### src/verilog/cdcrb_pkg.sv
// constants, field layouts and carrier types of the codec register bank
package cdcrb_pkg;
	// ----------------------------------------
	// direct register offsets
	// ----------------------------------------
	localparam logic [1:0] CDCRB_OFF_INDEX = 2'h0;
	localparam logic [1:0] CDCRB_OFF_DATA = 2'h1;
	localparam logic [1:0] CDCRB_OFF_STATUS = 2'h2;
	localparam logic [1:0] CDCRB_OFF_PIO = 2'h3;
	// ----------------------------------------
	// indirect register indices
	// ----------------------------------------
	localparam logic [4:0] CDCRB_IX_ADC_L = 5'h00;
	localparam logic [4:0] CDCRB_IX_WAVE_L = 5'h06;
	localparam logic [4:0] CDCRB_IX_FORMAT = 5'h08;
	localparam logic [4:0] CDCRB_IX_ERRSTAT = 5'h0b;
	localparam logic [4:0] CDCRB_IX_MODE = 5'h0c;
	localparam logic [4:0] CDCRB_IX_PB_HI = 5'h0e;
	localparam logic [4:0] CDCRB_IX_PB_LO = 5'h0f;
	localparam logic [4:0] CDCRB_IX_EXTACC = 5'h17;
	localparam logic [4:0] CDCRB_IX_ALTSTAT = 5'h18;
	localparam logic [4:0] CDCRB_IX_COMPAT = 5'h19;
	localparam logic [4:0] CDCRB_IX_MONO = 5'h1a;
	localparam logic [4:0] CDCRB_IX_RSVD_A = 5'h1b;
	localparam logic [4:0] CDCRB_IX_CAP_FMT = 5'h1c;
	localparam logic [4:0] CDCRB_IX_RSVD_B = 5'h1d;
	localparam logic [4:0] CDCRB_IX_CAP_HI = 5'h1e;
	localparam logic [4:0] CDCRB_IX_CAP_LO = 5'h1f;
	// ----------------------------------------
	// field positions and values
	// ----------------------------------------
	localparam int CDCRB_MODE_LSB = 5;
	localparam int CDCRB_MODE_FIXED_BIT = 7;
	localparam logic [7:0] CDCRB_MODE_WMASK = 8'h60;
	localparam logic [7:0] CDCRB_CAPFMT_WMASK = 8'hf0;
	localparam logic [7:0] CDCRB_REG_RESET = 8'h00;
	localparam int CDCRB_IDX_MCA_BIT = 6;
	localparam int CDCRB_IDX_TRD_BIT = 5;
	localparam int CDCRB_STAT_CAP_BIT = 5;
	localparam int CDCRB_STAT_ERR_BIT = 4;
	localparam int CDCRB_STAT_PB_BIT = 1;
	localparam int CDCRB_EXT_EN_BIT = 3;
	localparam int CDCRB_EXT_MSB_BIT = 2;
	// level steps in half-dB units
	localparam int CDCRB_ATTEN_STEP = 3;
	localparam int CDCRB_MONO_STEP = 6;
	localparam int CDCRB_WT_TOP = 24;
	// ----------------------------------------
	// modes and carrier
	// ----------------------------------------
	typedef enum logic [1:0] {
		CDCRB_MODE_ONE = 2'b00,
		CDCRB_MODE_RSV = 2'b01,
		CDCRB_MODE_TWO = 2'b10,
		CDCRB_MODE_THREE = 2'b11
	} cdcrb_mode_t;
	typedef struct packed {
		logic [1:0] sample_format_sel;
		logic companded;
		logic stereo;
		logic [2:0] clock_freq_sel;
		logic crystal_select;
	} cdcrb_fmt_t;
	typedef struct packed {
		logic mono_in_mute;
		logic mono_out_mute;
		logic mono_bypass;
		logic [3:0] mono_in_atten;
	} cdcrb_mono_t;
endpackage

### src/verilog/cdcrb_bank.sv
// indexed register bank of the audio codec, host pio side
`timescale 1ns/1ns
// Contract
// - decode four byte registers at base plus zero to three
// - five-bit index pointer selects one of 32 indirect registers via data port
// - offset 2 returns status, offset 3 moves audio samples by pio
// - after reset start in first mode, only indices 0 to 15 reachable
// - second or third mode opens indices 16 to 31
// - only third mode opens extended access through index 23
// - index 12 holds mode bits 6:5, constant one bit 7, revision 3:0
// - six-bit attenuations 1.5 dB steps from 0 dB; wavetable also from 0 dB
// - adc gain rises 1.5 dB steps; mono input falls 3 dB steps
// - index 8 format layout; index 28 repeats upper nibble for capture
// - index 23 forms five-bit extended pointer, bit 3 enables access
// - index 11 reports overrun, underrun, trim, request state, overrange
// - playback and capture base counts 16 bits as high/low byte pairs
// - index 26 holds mono mutes, bypass and four-bit mono attenuation
// - mode code 10 second, 11 third, 00 back to first
// - index bit 4 decoded only in second or higher mode
// - return to first mode clears capture format, capture count, alt status
module cdcrb_bank
	import cdcrb_pkg::*;
#(
	parameter logic [3:0] REVISION_ID = 4'h0, // arbitrary value
	parameter logic [7:0] COMPAT_ID = 8'h5a, // arbitrary value
	parameter int ADDR_W = 16
) (
	input wire logic REF_CLK,
	input wire logic SYS_RST,
	input wire logic CODEC_ENABLE,
	input wire logic [ADDR_W-1:0] CODEC_IO_BASE,
	input wire logic [ADDR_W-1:0] IO_ADDR,
	input wire logic IO_AEN,
	input wire logic IO_RD_N,
	input wire logic IO_WR_N,
	input wire logic [7:0] IO_DATA_IN,
	output logic [7:0] IO_DATA_OUT,
	output logic IO_DATA_OE,
	input wire logic [7:0] ERR_STATUS_IN,
	input wire logic CAP_VALID,
	input wire logic [7:0] CAP_DATA,
	input wire logic PB_READY,
	output logic PB_VALID,
	output logic [7:0] PB_DATA,
	output logic [1:0] CODEC_MODE,
	output logic MODE_CHANGE_ALLOW,
	output logic TRANSFER_REQUEST_DISABLE,
	output logic [4:0] EXT_REG_POINTER,
	output logic EXT_REG_ACCESS_EN,
	output cdcrb_fmt_t PB_FORMAT,
	output cdcrb_fmt_t CAP_FORMAT,
	output cdcrb_mono_t MONO_CTRL,
	output logic [15:0] PB_BASE_COUNT,
	output logic [15:0] CAP_BASE_COUNT,
	output logic signed [7:0] WAVE_L_LEVEL,
	output logic signed [7:0] ADC_L_LEVEL,
	output logic signed [7:0] MONO_IN_LEVEL
);
	if (ADDR_W < 3 || ADDR_W > 16) begin : g_bad_addr_w
		$error("ADDR_W out of range");
	end
	// ----------------------------------------
	// pin synchronisers
	// ----------------------------------------
	logic [2:0] rd_s_r;
	logic [2:0] wr_s_r;
	logic [ADDR_W-1:0] addr_s1_r, addr_s2_r, addr_s3_r;
	logic [7:0] din_s1_r, din_s2_r, din_s3_r;
	logic aen_s1_r, aen_s2_r, aen_s3_r;
	logic rd_act_r;
	logic wr_act_r;
	always_ff @(posedge REF_CLK) begin
		rd_s_r <= {rd_s_r[1:0], ~IO_RD_N};
		wr_s_r <= {wr_s_r[1:0], ~IO_WR_N};
		addr_s1_r <= IO_ADDR;
		addr_s2_r <= addr_s1_r;
		addr_s3_r <= addr_s2_r;
		din_s1_r <= IO_DATA_IN;
		din_s2_r <= din_s1_r;
		din_s3_r <= din_s2_r;
		aen_s1_r <= IO_AEN;
		aen_s2_r <= aen_s1_r;
		aen_s3_r <= aen_s2_r;
	end
	always_ff @(posedge REF_CLK) begin
		if (SYS_RST) begin
			rd_act_r <= 1'b0;
			wr_act_r <= 1'b0;
		end else begin
			if (rd_s_r[1] == rd_s_r[2]) begin
				rd_act_r <= rd_s_r[2];
			end
			if (wr_s_r[1] == wr_s_r[2]) begin
				wr_act_r <= wr_s_r[2];
			end
		end
	end
	// ----------------------------------------
	// address decode
	// ----------------------------------------
	logic rd_nxt;
	logic rd_start;
	logic rd_end;
	logic wr_end;
	logic hit;
	logic rd_hit_r;
	logic [1:0] rd_off_r;
	logic [ADDR_W-1:0] wr_addr_r;
	logic [7:0] wr_data_r;
	logic wr_aen_r;
	logic wr_commit;
	logic [1:0] wr_off;
	assign rd_nxt = (rd_s_r[1] == rd_s_r[2]) ? rd_s_r[2] : rd_act_r;
	assign rd_start = rd_nxt & ~rd_act_r;
	assign rd_end = ~rd_nxt & rd_act_r;
	assign wr_end = wr_act_r & (wr_s_r[1] == wr_s_r[2]) & ~wr_s_r[2];
	function automatic logic base_match(input logic [ADDR_W-1:0] a, input logic aen);
		base_match = CODEC_ENABLE & ~aen & (a[ADDR_W-1:2] == CODEC_IO_BASE[ADDR_W-1:2]);
	endfunction
	assign hit = base_match(addr_s3_r, aen_s3_r);
	assign wr_commit = wr_end & base_match(wr_addr_r, wr_aen_r);
	assign wr_off = wr_addr_r[1:0];
	always_ff @(posedge REF_CLK) begin
		if (SYS_RST) begin
			wr_addr_r <= '0;
			wr_data_r <= CDCRB_REG_RESET;
			wr_aen_r <= 1'b1;
		end else if (wr_act_r) begin
			wr_addr_r <= addr_s3_r;
			wr_data_r <= din_s3_r;
			wr_aen_r <= aen_s3_r;
		end
	end
	// ----------------------------------------
	// index pointer and mode
	// ----------------------------------------
	logic [7:0] regs_r [0:31];
	logic [4:0] idx_r;
	logic mca_r;
	logic trd_r;
	logic [1:0] mode;
	logic mode2up;
	logic mode3;
	logic [4:0] eff_idx;
	assign mode = regs_r[CDCRB_IX_MODE][CDCRB_MODE_LSB +: 2];
	assign mode2up = (mode == CDCRB_MODE_TWO) || (mode == CDCRB_MODE_THREE);
	assign mode3 = (mode == CDCRB_MODE_THREE);
	assign eff_idx = {idx_r[4] & mode2up, idx_r[3:0]};
	always_ff @(posedge REF_CLK) begin
		if (SYS_RST) begin
			idx_r <= 5'h00;
			mca_r <= 1'b0;
			trd_r <= 1'b0;
		end else if (wr_commit && wr_off == CDCRB_OFF_INDEX) begin
			idx_r <= wr_data_r[4:0];
			mca_r <= wr_data_r[CDCRB_IDX_MCA_BIT];
			trd_r <= wr_data_r[CDCRB_IDX_TRD_BIT];
		end
	end
	// ----------------------------------------
	// indirect register file
	// ----------------------------------------
	logic ind_wr;
	logic [1:0] new_mode;
	logic drop_to_one;
	assign ind_wr = wr_commit && (wr_off == CDCRB_OFF_DATA);
	assign new_mode = wr_data_r[CDCRB_MODE_LSB +: 2];
	assign drop_to_one = ind_wr && eff_idx == CDCRB_IX_MODE && mode2up
		&& !(new_mode == CDCRB_MODE_TWO || new_mode == CDCRB_MODE_THREE);
	function automatic logic writable(input logic [4:0] ix, input logic m3);
		case (ix)
			CDCRB_IX_ERRSTAT, CDCRB_IX_COMPAT, CDCRB_IX_RSVD_A, CDCRB_IX_RSVD_B: begin
				writable = 1'b0;
			end
			CDCRB_IX_EXTACC: begin
				writable = m3;
			end
			default: begin
				writable = 1'b1;
			end
		endcase
	endfunction
	function automatic logic [7:0] wmask(input logic [4:0] ix);
		case (ix)
			CDCRB_IX_MODE: begin
				wmask = CDCRB_MODE_WMASK;
			end
			CDCRB_IX_CAP_FMT: begin
				wmask = CDCRB_CAPFMT_WMASK;
			end
			default: begin
				wmask = 8'hff;
			end
		endcase
	endfunction
	genvar gi;
	generate
		for (gi = 0; gi < 32; gi++) begin : g_reg
			always_ff @(posedge REF_CLK) begin
				if (SYS_RST) begin
					regs_r[gi] <= CDCRB_REG_RESET;
				end else if (gi == CDCRB_IX_ERRSTAT) begin
					regs_r[gi] <= ERR_STATUS_IN;
				end else if (drop_to_one && (gi == CDCRB_IX_CAP_FMT || gi == CDCRB_IX_CAP_HI
					|| gi == CDCRB_IX_CAP_LO || gi == CDCRB_IX_ALTSTAT)) begin
					regs_r[gi] <= CDCRB_REG_RESET;
				end else if (ind_wr && eff_idx == gi && writable(eff_idx, mode3)) begin
					regs_r[gi] <= wr_data_r & wmask(eff_idx);
				end
			end
		end
	endgenerate
	function automatic logic [7:0] ind_read(input logic [4:0] ix);
		case (ix)
			CDCRB_IX_MODE: begin
				ind_read = {1'b1, regs_r[ix][6:5], 1'b0, REVISION_ID};
			end
			CDCRB_IX_COMPAT: begin
				ind_read = COMPAT_ID;
			end
			CDCRB_IX_RSVD_A, CDCRB_IX_RSVD_B: begin
				ind_read = 8'h00;
			end
			CDCRB_IX_EXTACC: begin
				ind_read = mode3 ? regs_r[ix] : 8'h00;
			end
			default: begin
				ind_read = regs_r[ix];
			end
		endcase
	endfunction
	// ----------------------------------------
	// status and polled audio data
	// ----------------------------------------
	logic cap_avail_r;
	logic [7:0] cap_data_r;
	logic pb_free_r;
	logic serr_r;
	logic pio_rd_done;
	logic pio_wr;
	logic serr_set;
	assign pio_rd_done = rd_end && rd_hit_r && rd_off_r == CDCRB_OFF_PIO;
	assign pio_wr = wr_commit && wr_off == CDCRB_OFF_PIO;
	assign serr_set = (pio_rd_done && !cap_avail_r) || (pio_wr && !pb_free_r);
	always_ff @(posedge REF_CLK) begin
		if (SYS_RST) begin
			cap_avail_r <= 1'b0;
			cap_data_r <= 8'h00;
		end else if (CAP_VALID) begin
			cap_avail_r <= 1'b1;
			cap_data_r <= CAP_DATA;
		end else if (pio_rd_done) begin
			cap_avail_r <= 1'b0;
		end
	end
	always_ff @(posedge REF_CLK) begin
		if (SYS_RST) begin
			pb_free_r <= 1'b0;
		end else begin
			pb_free_r <= PB_READY;
		end
	end
	always_ff @(posedge REF_CLK) begin
		if (SYS_RST) begin
			serr_r <= 1'b0;
		end else if (serr_set) begin
			serr_r <= 1'b1;
		end else if (wr_commit && wr_off == CDCRB_OFF_STATUS) begin
			serr_r <= 1'b0;
		end
	end
	always_ff @(posedge REF_CLK) begin
		if (SYS_RST) begin
			PB_VALID <= 1'b0;
			PB_DATA <= 8'h00;
		end else begin
			PB_VALID <= pio_wr;
			if (pio_wr) begin
				PB_DATA <= wr_data_r;
			end
		end
	end
	// ----------------------------------------
	// host read path
	// ----------------------------------------
	function automatic logic [7:0] dir_read(input logic [1:0] off);
		logic [7:0] st;
		st = 8'h00;
		st[CDCRB_STAT_CAP_BIT] = cap_avail_r;
		st[CDCRB_STAT_ERR_BIT] = serr_r;
		st[CDCRB_STAT_PB_BIT] = pb_free_r;
		case (off)
			CDCRB_OFF_INDEX: begin
				dir_read = {1'b0, mca_r, trd_r, idx_r};
			end
			CDCRB_OFF_DATA: begin
				dir_read = ind_read(eff_idx);
			end
			CDCRB_OFF_STATUS: begin
				dir_read = st;
			end
			default: begin
				dir_read = cap_data_r;
			end
		endcase
	endfunction
	always_ff @(posedge REF_CLK) begin
		if (SYS_RST) begin
			IO_DATA_OUT <= 8'h00;
			IO_DATA_OE <= 1'b0;
			rd_hit_r <= 1'b0;
			rd_off_r <= 2'h0;
		end else if (rd_start) begin
			IO_DATA_OUT <= dir_read(addr_s3_r[1:0]);
			IO_DATA_OE <= hit;
			rd_hit_r <= hit;
			rd_off_r <= addr_s3_r[1:0];
		end else if (rd_end) begin
			IO_DATA_OE <= 1'b0;
			rd_hit_r <= 1'b0;
		end
	end
	// ----------------------------------------
	// decoded outputs
	// ----------------------------------------
	function automatic logic signed [7:0] lvl(input logic [5:0] code, input int step, input int top);
		lvl = 8'(top - step * int'(code));
	endfunction
	always_ff @(posedge REF_CLK) begin
		if (SYS_RST) begin
			CODEC_MODE <= CDCRB_MODE_ONE;
			MODE_CHANGE_ALLOW <= 1'b0;
			TRANSFER_REQUEST_DISABLE <= 1'b0;
			EXT_REG_POINTER <= 5'h00;
			EXT_REG_ACCESS_EN <= 1'b0;
			PB_FORMAT <= '0;
			CAP_FORMAT <= '0;
			MONO_CTRL <= '0;
			PB_BASE_COUNT <= 16'h0000;
			CAP_BASE_COUNT <= 16'h0000;
			WAVE_L_LEVEL <= 8'sh00;
			ADC_L_LEVEL <= 8'sh00;
			MONO_IN_LEVEL <= 8'sh00;
		end else begin
			CODEC_MODE <= mode;
			MODE_CHANGE_ALLOW <= mca_r;
			TRANSFER_REQUEST_DISABLE <= trd_r;
			EXT_REG_POINTER <= {regs_r[CDCRB_IX_EXTACC][CDCRB_EXT_MSB_BIT], regs_r[CDCRB_IX_EXTACC][7:4]};
			EXT_REG_ACCESS_EN <= mode3 & regs_r[CDCRB_IX_EXTACC][CDCRB_EXT_EN_BIT];
			PB_FORMAT <= regs_r[CDCRB_IX_FORMAT];
			CAP_FORMAT <= {regs_r[CDCRB_IX_CAP_FMT][7:4], regs_r[CDCRB_IX_FORMAT][3:0]};
			MONO_CTRL <= {regs_r[CDCRB_IX_MONO][7:5], regs_r[CDCRB_IX_MONO][3:0]};
			PB_BASE_COUNT <= {regs_r[CDCRB_IX_PB_HI], regs_r[CDCRB_IX_PB_LO]};
			CAP_BASE_COUNT <= {regs_r[CDCRB_IX_CAP_HI], regs_r[CDCRB_IX_CAP_LO]};
			WAVE_L_LEVEL <= lvl(regs_r[CDCRB_IX_WAVE_L][5:0], CDCRB_ATTEN_STEP, 0);
			ADC_L_LEVEL <= lvl({2'b00, regs_r[CDCRB_IX_ADC_L][3:0]}, -CDCRB_ATTEN_STEP, 0);
			MONO_IN_LEVEL <= lvl({2'b00, regs_r[CDCRB_IX_MONO][3:0]}, CDCRB_MONO_STEP, 0);
		end
	end
endmodule

### config.mk
export PLATFORM = sky130hd
export DESIGN_NAME = cdcrb_bank
export DESIGN_NICKNAME = d
export VERILOG_FILES = /design/src/verilog/cdcrb_pkg.sv /design/src/verilog/cdcrb_bank.sv
export SDC_FILE = /design/constraint.sdc
export NUM_CORES = 1
export LEC_CHECK = 0
export BUFFER_PORTS_ARGS = -buffer_cell sky130_fd_sc_hd__buf_4
export CORE_MARGIN = 10
export CORE_UTILIZATION = 45
export CTS_CLUSTER_SIZE = 20
export DETAILED_ROUTE_END_ITERATION = 7
export GPL_ROUTABILITY_DRIVEN = 0
export GPL_TIMING_DRIVEN = 0
export PLACE_DENSITY = 0.74
export SKIP_LAST_GASP = 1
export SYNTH_ARGS = -nofsm -noshare
export SYNTH_HDL_FRONTEND = slang
export SYNTH_SLANG_ARGS = --single-unit
### constraint.sdc
create_clock -name REF_CLK -period 6.5 [get_ports REF_CLK]
set_input_delay 0.65 -clock REF_CLK [delete_from_list [all_inputs] [get_ports REF_CLK]]
set_output_delay 0.65 -clock REF_CLK [all_outputs]
set_load 0.005 [all_outputs]
==> flow_results.org <==
** Setup path
- Critical Path Fanout Max :: 10
- Classification of the worst setup path :: reg2reg
- STA puts the critical path data arrival time at 4.08 ns.
- In this run the critical register-to-register path is captured at regs_r[3][7].
- RR Startpoint :: idx_r[0]
- Kind of end point of the critical path :: flop
- Startpoint Class :: flop
- Worst reg-to-reg setup slack :: 2.62 ns
- At the worst endpoint, the required time is 6.70 ns.
- The number of cells on the worst reg-to-reg path is 6.

** Synth
- The average instance in the mapped netlist occupies 12.7 sq um.
- Synthesis handed over a netlist of 1472 instances.
- Area share of fa/ha/maj cells after synthesis :: 2.13%
- Sequential element share of the synthesized area :: 64.8%
- For this run, asynchronously set or reset flops after synthesis account for 0%.
- In this run, synthesis inferred 245 flip-flops with an integrated enable.
- Yosys warning count :: 0
- After synthesis the netlist holds a flip-flop and latch count of 482.
- Multiplexer area fraction after synthesis :: 10.1%
- Primary FF master, synth :: sky130_fd_sc_hd__edfxtp_1
- Netlist area before placement :: 0.0187 sq mm
- Complex-gate fraction of the synthesized area :: 4.39%
- Of the total synthesized cell area, the portion taken by XOR and XNOR cells is 2.02%.
- Synthesis instantiated 67 different standard cells from the library.
- Combinational family with the most area after synthesis :: simple AND/OR/NAND/NOR gates
- Simple-gate share of the synthesized area :: 14.0%

** Clock network
- Number of instances resized during post-cts repair :: 0
- The H-tree was split into 2 levels.
- Master cell of the clock root buffer :: sky130_fd_sc_hd__clkbuf_16
- No sink is reached through more buffers than the 3 on the longest clock path.
- Buffers inserted to repair hold after CTS numbered 0.
- Total number of clock tree sinks :: 482
- Setup bufs post-CTS :: 0
- Clock-pin transition on the worst setup and hold timing paths :: 0.06 ns
- CTS Buf Count :: 49
- CTS tree :: done
- Clock latency on the worst-skew pair, taken at its later pin, is 0.60 ns.

** Route
- For this run, design rule violations remaining after detail routing come to 0.
- For this run, the detailed router's first-pass iteration total came to 8.
- Number of DRC violations after detailed-routing iteration 0 :: 1723
- Detailed-route via count :: 13000
- Wires add up to 54500 um.
- Antenna violation net count after detailed routing :: 0
- Number of vias per cell :: 5.68
- Dividing the detail-routed wire length by the instance count gives 23.8 um.

** Min path
- The min-delay analysis places its worst path in the category in2reg.
- Along the worst hold path, the cell count comes to 1.
- The worst hold path begins at IO_ADDR[9].
- The worst hold path terminates at addr_s1_r[9].

** Timing
- Setup repair after global routing missed its margin :: false
- Setup violation total in the final timing report :: 0
- The number of hold violations in the final report came to 0.
- Number of max-slew violations in the final report :: 0
- Sum of negative setup slack :: 0 ns
- On the final layout, the worst clock skew is 0.0226 ns.
- Min Clock Period, post-route :: 3.88 ns
- Peak Freq :: 258 MHz
- Actual transition at the worst max-transition pin :: 1.26 ns
- Dividing the final minimum period by the clock period gives 59.7%.
- Hold is met by 0.155 ns.
- Slew margin rel. :: 15.2%

** Power
- VDD sags by at most 0.000184 V.
- Overall power :: 6.76 mW
- For this design the ratio of total power to cell area is 302 mW/mm^2.
- Static power due to leakage :: 8.31 nW

** Outcome
- The flow ran to the end, and the final reports show no timing, DRC or antenna violations.

** Final layout
- Relative to the synthesized area, the layout overhead comes to 20.0%.
- Final net count :: 1815
- In the layout the commonest cells are 303 x sky130_fd_sc_hd__nor2_1, 245 x sky130_fd_sc_hd__edfxtp_1, 237 x sky130_fd_sc_hd__dfxtp_1.
- The library cell used most frequently in the layout, excluding fill and tap cells, is sky130_fd_sc_hd__nor2_1.
- The finished layout holds 2294 standard cells, fillers aside.
- Fraction of layout instances using a drive strength above 1 :: 20.4%

** GRT
- Global routing used 21.3% of the available tracks.
- Entering global routing, the biggest net connects 16 pins.
- The number of antenna violations at the first check in global routing came to 2.
- The total overflow left after global routing is 0.
- The number of global-route vias before repair is 13100.
- The first global-routing pass estimated 80400 um of wire.

** Floorplanning
- Pin placement for this block handled 171 I/O pins.
- Placeable core area :: 0.0409 sq mm
- Row cnt :: 74
- Floorplan die height :: 224 um
- The die covers 0.0500 sq mm.
- Starting density of the core :: 45.6%
- The die is 224 um wide.

** Flow run
- Max-cap check violation count :: 0

** Placed design
- Final HPWL from detailed placement :: 39600 um
- Number of placed instances with taps included :: 2200
- The count of buffers added on input and output ports is 165.
metal layers:
metal	vias up	part of all wire (%)	global-route usage, %
met1	6231	36	26.0
met2	900	46	33.4
met3	205	13	6.38
li1	5691	-	-
met4	0	5.0	11.3
met5	-	0	0
cells in the mapped netlist, drive strengths merged (3+ instances only):
library cell    n  area share [%]
a31oi           7            0.23
nand4          13            0.50
edfxtp        245              39
and3            3            0.10
a32oi           3            0.14
clkbuf         47            0.94
o22ai           6            0.20
o221ai          4            0.19
a2111oi         4            0.19
xor2           12            0.56
mux4           58             7.0
a22oi           5            0.20
a41o            3            0.16
a211oi          3            0.12
dfxtp         237              25
inv            29            0.58
mux2            3            0.18
nor2b          73             2.4
o21bai          3            0.12
ha             27             1.8
nor3           21            0.71
nor2          304             6.2
mux2i          55             2.9
nand3          45             1.4
and2            3            0.10
o2bb2ai         3            0.14
buf            33            0.92
a21o            6            0.24
o21ai          34            0.91
nor4            8            0.38
a22o            3            0.14
nand2b          7            0.23
nand2          80             1.6
xnor2          31             1.5
fa              3            0.32
a21oi          26            0.70
o211ai          3            0.12
area by class of cell:
cell class | count | area (sq um)
Timing Repair Buffer | 167 | 1250
Clock inverter | 26 | 298
Buffer | 80 | 349
Clock buffer | 65 | 1390
Sequential cell | 482 | 12100
Antenna cell | 1 | 2.50
Fill cell | 3380 | 18500
Inverter | 31 | 116
Multi-Input combinational cell | 910 | 6230
Tap cell | 532 | 666
metrics by stage:
step                      instance area, sq um  utilization, %  setup slack, ns
final                                    22400            54.7             2.62
after floorplan                          18800               -             3.31
after detailed placement                 20700            50.6             2.28
after global placement                   20700            50.6             2.41
after global routing                     22400            54.7             2.57
after CTS                                22400            54.7             2.34
critical path, stage by stage, from the launching register on:
cell                       delay (ns)
sky130_fd_sc_hd__dfxtp_1         0.30
sky130_fd_sc_hd__buf_2           0.25
sky130_fd_sc_hd__buf_2           0.41
sky130_fd_sc_hd__buf_2           0.47
sky130_fd_sc_hd__clkbuf_1        0.61
sky130_fd_sc_hd__nand4_2         0.42
sky130_fd_sc_hd__o21ai_0         1.03
how the worst max path moves through the flow:
stage,startpoint,end,slack (ns)
floorplan,CODEC_ENABLE,regs_r[8][0],3.31
global placement,CODEC_IO_BASE[10],regs_r[8][0],2.41
detailed placement,CODEC_IO_BASE[10],regs_r[2][4],2.28
CTS,idx_r[1],regs_r[2][7],2.34
global route,wr_aen_r,regs_r[8][2],2.57
finish,idx_r[0],regs_r[3][7],2.62
sequential cells by signal, indices dropped and copies added, names as in the netlist, 16 cells and up:
| name | cells |
|---|---|
| addr_s1_r | 16 |
| PB_BASE_COUNT | 16 |
| regs_r | 253 |
| addr_s2_r | 16 |
| addr_s3_r | 16 |
| wr_addr_r | 16 |
| CAP_BASE_COUNT | 16 |
kinds of logic after synthesis:
group	after synthesis
other cells	1
buf+inv	111
mux	116
fa+ha+maj	30
flops	482
xor+xnor	43
simple gates	564
compound gates	125
where the power goes:
group | leakage, nW | internal, mW | switching [mW]
Combinational | 3.12 | 0.177 | 0.227
Sequential | 4.34 | 3.35 | 0.0775
Clock | 0.840 | 1.75 | 1.18
Total | 8.31 | 5.28 | 1.48
No activity file was read; power rests on OpenSTA's default activity.
